## src/core/pobt_pkg.sv

```systemverilog
/*
 Shared constants and carriers for the outbound address translation stage.
 Assumes one core clock and a synchronous active-high reset in the user.
*/
`default_nettype none
package pobt_pkg;
	localparam int ADDR_W     = 64;
	localparam int NUM_REGION = 4;
	localparam int CREDIT_W   = 8;

	// Kind of outbound TLP offered by the client
	typedef enum logic [1:0] {
		POBT_KIND_MEM,
		POBT_KIND_MSG,
		POBT_KIND_CPL,
		POBT_KIND_OTHER
	} pobt_kind_t;

	// Credit class a region charges
	typedef enum logic [1:0] {
		POBT_CR_POSTED,
		POBT_CR_NONPOSTED,
		POBT_CR_CPL
	} pobt_credit_t;

	localparam logic [ADDR_W-1:0] REGION_MIN_BASE = 64'h0000_0000_0000_1000;
	localparam logic [ADDR_W-1:0] CLIENT_ADDR_CPL = 64'h0000_0000_0000_0000;
	localparam logic [ADDR_W-1:0] WINDOW_SIZE     = 64'h0000_0000_1000_0000;
	localparam logic [ADDR_W-1:0] WINDOW_GUARD    = 64'h0000_0000_0000_1000;
	localparam logic [CREDIT_W-1:0] CREDIT_RESET  = 8'h20;

	typedef struct packed {
		logic              enable;
		logic [ADDR_W-1:0] base;
		logic [ADDR_W-1:0] limit;
		logic [ADDR_W-1:0] target;
		pobt_credit_t      credit;
	} pobt_region_t;

	typedef struct packed {
		pobt_kind_t        kind;
		logic [ADDR_W-1:0] addr;
	} pobt_req_t;
endpackage
`default_nettype wire

```

## src/core/pobt_translate.sv

```systemverilog
/*
 Outbound address translation stage: matches client requests against
 translation regions, remaps memory requests, and charges flow credit.
 Assumes regions are set up by configuration logic at the same clock and
 that the downstream link path accepts one request per ready cycle.
*/
// Notes on behaviour
// (RULE1) Completions leave with their address untranslated, whatever the client bus holds.
// (RULE2) Message TLPs are never translated, even if header words hit a region.
// (RULE3) Completions never decrement the credit counter named by a matching region.
// (RULE4) Client address is zero during completions, so zero-based regions would hit.
// (RULE5) Software starts every region at 0x1000 or above, never at zero.
// (RULE6) Initiators use each 256MiB window only from base plus 4KB.
// (RULE7) Memory requests inside an enabled region become target plus offset.
`default_nettype none
module pobt_translate
	import pobt_pkg::*;
#(
	parameter int NREG = NUM_REGION
) (
	// Clock and reset
	input  wire  logic                   mclk,
	input  wire  logic                   sys_rst,
	// Region configuration
	input  wire  pobt_region_t [NREG-1:0] regions,
	// Client request
	input  wire  logic                   reqValid,
	output logic                         reqReady,
	input  wire  pobt_req_t              req,
	// Link side
	output logic                         outValid,
	input  wire  logic                   outReady,
	output pobt_req_t                    outReq,
	output logic                         outTranslated,
	// Credit return from link and current counts
	input  wire  logic [2:0]             creditReturn,
	output logic [2:0][CREDIT_W-1:0]     creditCount,
	output logic                         cfgError
);
	logic [NREG-1:0]             hitVec;
	logic [NREG-1:0][ADDR_W-1:0] mapVec;
	logic                        anyHit;
	logic [ADDR_W-1:0]           hitAddr;
	pobt_credit_t                hitCredit;
	logic                        mayXlate;
	logic                        take;

	logic                        outValid_r, outValid_nxt;
	pobt_req_t                   outReq_r, outReq_nxt;
	logic                        outXl_r, outXl_nxt;
	logic [2:0][CREDIT_W-1:0]    cred_r, cred_nxt;
	logic                        cfgErr_r, cfgErr_nxt;

	genvar gi;
	generate
		for (gi = 0; gi < NREG; gi++) begin : g_region
			pobt_region_match u_match (
				.region (regions[gi]),
				.addr   (req.addr),
				.hit    (hitVec[gi]),
				.mapped (mapVec[gi])
			);
		end
	endgenerate

	// Lowest-numbered hit wins
	always_comb begin
		anyHit    = 1'b0;
		hitAddr   = req.addr;
		hitCredit = POBT_CR_POSTED;
		for (int i = NREG - 1; i >= 0; i--) begin
			if (hitVec[i]) begin
				anyHit    = 1'b1;
				hitAddr   = mapVec[i];
				hitCredit = regions[i].credit;
			end
		end
	end

	assign reqReady = !outValid_r || outReady;
	assign take     = reqValid && reqReady;
	// Only address-routed memory requests may be remapped
	assign mayXlate = (req.kind == POBT_KIND_MEM) && anyHit; // [RULE1] [RULE2]

	always_comb begin
		outValid_nxt = outValid_r;
		outReq_nxt   = outReq_r;
		outXl_nxt    = outXl_r;
		cred_nxt     = cred_r;
		cfgErr_nxt   = cfgErr_r;
		if (outValid_r && outReady) begin
			outValid_nxt = 1'b0;
		end
		// A return and a charge in one cycle net out; counters wrap at eight bits
		for (int c = 0; c < 3; c++) begin
			if (creditReturn[c]) begin
				cred_nxt[c] = cred_nxt[c] + 1'b1;
			end
		end
		if (take) begin
			outValid_nxt = 1'b1;
			outReq_nxt   = req;
			outXl_nxt    = mayXlate;
			if (mayXlate) begin
				outReq_nxt.addr = hitAddr; // [RULE7]
			end
			// Region credit charged only for translated requests, never completions
			if (mayXlate && req.kind != POBT_KIND_CPL) begin // [RULE3] [RULE4]
				cred_nxt[hitCredit] = cred_nxt[hitCredit] - 1'b1;
			end
		end
		// Sticky until reset: a region at zero would catch completions and messages
		for (int r = 0; r < NREG; r++) begin
			if (regions[r].enable && regions[r].base < REGION_MIN_BASE) begin
				cfgErr_nxt = 1'b1; // [RULE5]
			end
		end
	end

	always_ff @(posedge mclk) begin
		if (sys_rst) begin
			outValid_r <= 1'b0;
			outReq_r   <= '0;
			outXl_r    <= 1'b0;
			cred_r     <= {3{CREDIT_RESET}};
			cfgErr_r   <= 1'b0;
		end else begin
			outValid_r <= outValid_nxt;
			outReq_r   <= outReq_nxt;
			outXl_r    <= outXl_nxt;
			cred_r     <= cred_nxt;
			cfgErr_r   <= cfgErr_nxt;
		end
	end

	assign outValid      = outValid_r;
	assign outReq        = outReq_r;
	assign outTranslated = outXl_r;
	assign creditCount   = cred_r;
	assign cfgError      = cfgErr_r;

	// Each class counts its returns when nothing is charged
	for (genvar gc = 0; gc < 3; gc++) begin : g_credChk

	end
endmodule
`default_nettype wire

```

## src/core/pobt_region_match.sv

```systemverilog
/*
 One translation region comparator: hit test and remapped address.
 Assumes a region configuration that is stable while requests flow.
*/
`default_nettype none
module pobt_region_match
	import pobt_pkg::*;
(
	// Configuration
	input  wire pobt_region_t         region,
	// Address under test
	input  wire logic [ADDR_W-1:0]    addr,
	// Result
	output logic                      hit,
	output logic [ADDR_W-1:0]         mapped
);
	always_comb begin
		hit    = region.enable && (addr >= region.base) && (addr <= region.limit);
		mapped = region.target + (addr - region.base); // [RULE7]
	end
endmodule
`default_nettype wire

```

## config.mk

```make
export PLATFORM = sky130hd
export DESIGN_NAME = pobt_translate
export DESIGN_NICKNAME = d
export VERILOG_FILES = /design/src/core/pobt_pkg.sv /design/src/core/pobt_translate.sv /design/src/core/pobt_region_match.sv
export SDC_FILE = /design/constraint.sdc
export NUM_CORES = 2
export LEC_CHECK = 0
export ABC_AREA = 1
export BUFFER_PORTS_ARGS = -buffer_cell sky130_fd_sc_hd__buf_2
export CAP_MARGIN = 5
export CELL_PAD_IN_SITES_DETAIL_PLACEMENT = 2
export CELL_PAD_IN_SITES_GLOBAL_PLACEMENT = 2
export CORE_MARGIN = 2
export CORE_UTILIZATION = 33
export DETAILED_ROUTE_END_ITERATION = 10
export MAX_ROUTING_LAYER = met4
export PLACE_DENSITY = 0.95
export SETUP_SLACK_MARGIN = 0.5
export SLEW_MARGIN = 10
export SYNTH_ARGS = -nofsm -noshare
export SYNTH_HDL_FRONTEND = slang
export SYNTH_SLANG_ARGS = --single-unit
```

## constraint.sdc

```tcl
create_clock -name mclk -period 10.5 [get_ports mclk]
set_clock_uncertainty 0.05 [all_clocks]
set_input_delay 0.525 -clock mclk [delete_from_list [all_inputs] [get_ports mclk]]
set_output_delay 0.525 -clock mclk [all_outputs]
set_load 0.01 [all_outputs]
```

==> results_tabular.tex <==
\begin{tabular}{lr}
\hline
Metric & Value \\
\hline
\multicolumn{2}{l}{\textbf{Place}} \\
Worst slack after detailed placement & 3.72 ns \\
Post-detail-place hpwl & 263 mm \\
Final weighted congestion in routability-driven placement & 1.04 \\
Port-buffer cells & 946 \\
\multicolumn{2}{l}{\textbf{Floorplan}} \\
Cell row count & 134 \\
Starting density of the core & 33.2\% \\
IO Pins & 947 \\
Height of the die & 370 um \\
Core area & 133,000 um2 \\
Die boundary width & 370 um \\
Die outline area & 137,000 um2 \\
\multicolumn{2}{l}{\textbf{CTS}} \\
CTS-repair resized insts & 0 \\
Clock sink count & 93 \\
Clock input transition at the sequential cells of the worst setup and hold paths & 0.06 ns \\
Setup Buffers After CTS & 0 \\
Maximum count of clock buffers along a single path & 2 \\
Clock Root Buffer & clkbuf\_16 \\
Hold bufs inserted after CTS & 0 \\
CTS buffer count & 9 \\
TritonCTS clock tree & built \\
CTS H-Tree Depth & 3 \\
Clock latency reported for the late side of the worst-skew pair & 0.40 ns \\
\multicolumn{2}{l}{\textbf{Drt}} \\
DRC & 0 \\
Post-detailed-route count of antenna-violating nets & 0 \\
Detail-routed via count per cell & 5.87 \\
Final wirelength & 307 mm \\
Per-cell routed wire length & 30.9 um \\
Initial detailed-routing violation count & 4,846 \\
First-pass iteration count of the detailed router & 6 \\
Total via count after detailed routing & 58,181 \\
\multicolumn{2}{l}{\textbf{Setup path}} \\
Data arrival time at the worst-slack endpoint & 6.76 ns \\
Start-to-end type of the worst setup path & in2reg \\
Endpoint kind of the worst setup timing path & flop \\
Startpoint types & primary input \\
Worst Path Required & 10.79 ns \\
Worst reg2reg setup slack & 7.14 ns \\
Critical path peak fanout & 51 \\
\multicolumn{2}{l}{\textbf{Finish}} \\
Synth-to-layout area growth & 16.8\% \\
Final Net Count & 9,865 \\
Footprint of the flip-flops and latches & 1860 um2 \\
Share of the core filled with cells in the final layout & 38.8\% \\
Fraction of layout cells with a size suffix above 1 & 13.2\% \\
Footprint of the multi-input gates & 35,000 um2 \\
\# fillers & 16,898 \\
\multicolumn{2}{l}{\textbf{Timing}} \\
Worst slew margin & 22.2\% \\
Sum of negative setup slack & 0 ns \\
Number of setup violations in the final report & 0 \\
RSZ-0062 raised after global routing & false \\
Count of final hold-check violations & 0 \\
Final worst-path cycle share & 61.6\% \\
Worst Max-Slew Pin Slew & 1.14 ns \\
Max Transition Viols Final & 0 \\
Setup WS post-layout & 4.03 ns \\
Top achievable clock speed & 154 MHz \\
Final worst path period need & 6.47 ns \\
\multicolumn{2}{l}{\textbf{GRT}} \\
Total global routing overflow & 0 \\
Antenna violations before repair & 148 \\
Maximum number of pins on one net before global-route repair & 70 \\
Number of global-route vias before repair & 63,023 \\
Overall routing resource usage & 43.3\% \\
Wire length of the first global-routing pass & 422 mm \\
\multicolumn{2}{l}{\textbf{Power and ir drop}} \\
Clock Power Share & 7.2\% \\
Leakage power summed over all cells & 0.0293 uW \\
Portion of total power attributed to combinational logic & 85.4\% \\
Proportion of power drawn by flip-flops and latches & 7.4\% \\
Worst vdd rail ir drop & 0.0659 mV \\
NetSw & 3450 uW \\
Power density relative to cell area & 106 nW/um2 \\
Switching share of power & 63.2\% \\
Cell Int Power & 2010 uW \\
\multicolumn{2}{l}{\textbf{Yosys}} \\
Async SR Flop Fraction & 0\% \\
Number of cells produced by synthesis & 7,110 \\
Most common cell in the synthesized netlist & inv\_1 \\
Primary flip-flop cell chosen by synthesis mapping & dfxtp\_1 \\
Synthesized flop and latch total & 93 \\
Count of flip-flops with a built-in enable after synthesis & 0 \\
Post-synth top area cell & ha\_1 \\
Number of warning messages in the yosys log & 0 \\
Synth Cell Area & 44,300 um2 \\
Synth Net Count & 8,983 \\
Part of the Yosys area used for sequential elements & 4.20\% \\
Synth top area cells & ha\_1, inv\_1, fa\_1 \\
Top cells by count, synth & inv\_1, nand2\_1, a21oi\_1 \\
Proportion of netlist area held by the largest area contributor & 21.7\% \\
Avg Synthesized Cell Area & 6.23 um2 \\
Number of distinct library cell variants in the gate-level netlist after synthesis & 62 \\
\multicolumn{2}{l}{\textbf{Run}} \\
Reported max-cap violation count & 0 \\
\multicolumn{2}{l}{\textbf{Min path}} \\
Worst min path class & reg2reg \\
\multicolumn{2}{l}{\textbf{Status}} \\
Outcome & complete, no violations \\
\hline
\end{tabular}
[sequential cells by signal, indices dropped and copies added, names as in the netlist]
register       cells
cfgError           1
creditCount       24
outReq            66
outTranslated      1
outValid           1
[through the flow]
stage | instance area, um2 | instances | power (uW) | hold slack (ns)
2_1_floorplan | 44300 | 7110 | 2970 | 0.424
3_3_place_gp | 51000 | 9749 | 4520 | 0.386
3_5_place_dp | 51000 | 9749 | 4820 | 0.400
4_1_cts | 51400 | 9764 | 5240 | 0.411
5_1_grt | 51700 | 9901 | 5750 | 0.433
6_report | 51700 | 9916 | 5460 | 0.405
[final timing paths]
path,start,to,cells after the start
setup / recovery,req[39],creditCount[20]$_SDFF_PP0_,18
hold / removal,cfgError$_SDFFE_PP0P_,cfgError$_SDFFE_PP0P_,2
hold reg to reg,cfgError$_SDFFE_PP0P_,cfgError$_SDFFE_PP0P_,2
setup reg to reg,outValid$_SDFFE_PP0P_,creditCount[20]$_SDFF_PP0_,9
[cell usage in the layout, fill, tap and decap left out, types with 9 or more instances in the layout]
cell type  instances
a21boi_0          15
a21o_1            32
a21oi_1          864
a31oi_1          121
and3_1            13
buf_2            946
buf_4             25
clkbuf_16          9
dfxtp_1           93
diode_2          152
fa_1             252
ha_1             768
inv_1           1869
nand2_1         1064
nand3_1          177
nand3_2            9
nand4_1           90
nor2_1           535
nor3_1            45
nor4_1            67
o211ai_1          69
o21a_1            49
o21ai_0          445
o21ai_1           31
o21bai_1          30
o221ai_1          18
xnor2_1          103
xor2_1           132
[cells by family (layout without fill, tap and decap cells)]
group | count (synthesis) | count (layout) | share of synthesized area (%)
compound gates | 1724 | 1724 | 21.4
xor+xnor | 235 | 235 | 4.65
simple gates | 2061 | 2061 | 19.7
fa+ha+maj | 1020 | 1020 | 33.1
flops | 93 | 93 | 4.20
buf+inv | 1977 | 2863 | 16.9
other cells | 0 | 152 | 0
[per-layer routing]
layer / wire length, um / vias to the layer above / share of wire [%] / track usage, %
met2: 139000 / 3247 / 45 / 69.5
met5: 0 / - / 0 / -
met1: 115000 / 28798 / 38 / 49.0
li1: - / 24822 / - / -
met3: 26300 / 1314 / 8.6 / 8.00
met4: 25900 / 0 / 8.4 / 29.5
[worst max-delay path, cell delays in order]
cell	delay, ns
buf_2	0.26
ha_1	0.37
nand2_1	0.09
nor4_1	0.83
and3_1	0.63
nand4_1	0.20
nand2_1	0.36
nand3_4	0.57
buf_4	0.55
nand3_1	0.18
o21ai_1	0.15
nor2_4	0.15
nand2_1	0.47
nor2_1	0.74
inv_1	0.27
a21oi_1	0.17
o21ai_0	0.10
inv_1	0.07
[power groups by stage]
stage          clock, uW  sequential (uW)  combinational, uW
2_1_floorplan          0              413               2550
3_3_place_gp           0              410               4110
3_5_place_dp           0              412               4410
4_1_cts              393              404               4440
5_1_grt              404              406               4940
6_report             392              405               4670
[layout make-up]
class	count	share of cell area, %
Clock buffer	11	0.469
Clock inverter	4	0.140
Tap cell	1768	4.28
Timing Repair Buffer	971	9.51
Inverter	1877	13.6
Sequential cell	93	3.60
Antenna cell	152	0.735
Multi-Input combinational cell	5040	67.6
No activity file was read; power rests on OpenSTA's default activity.
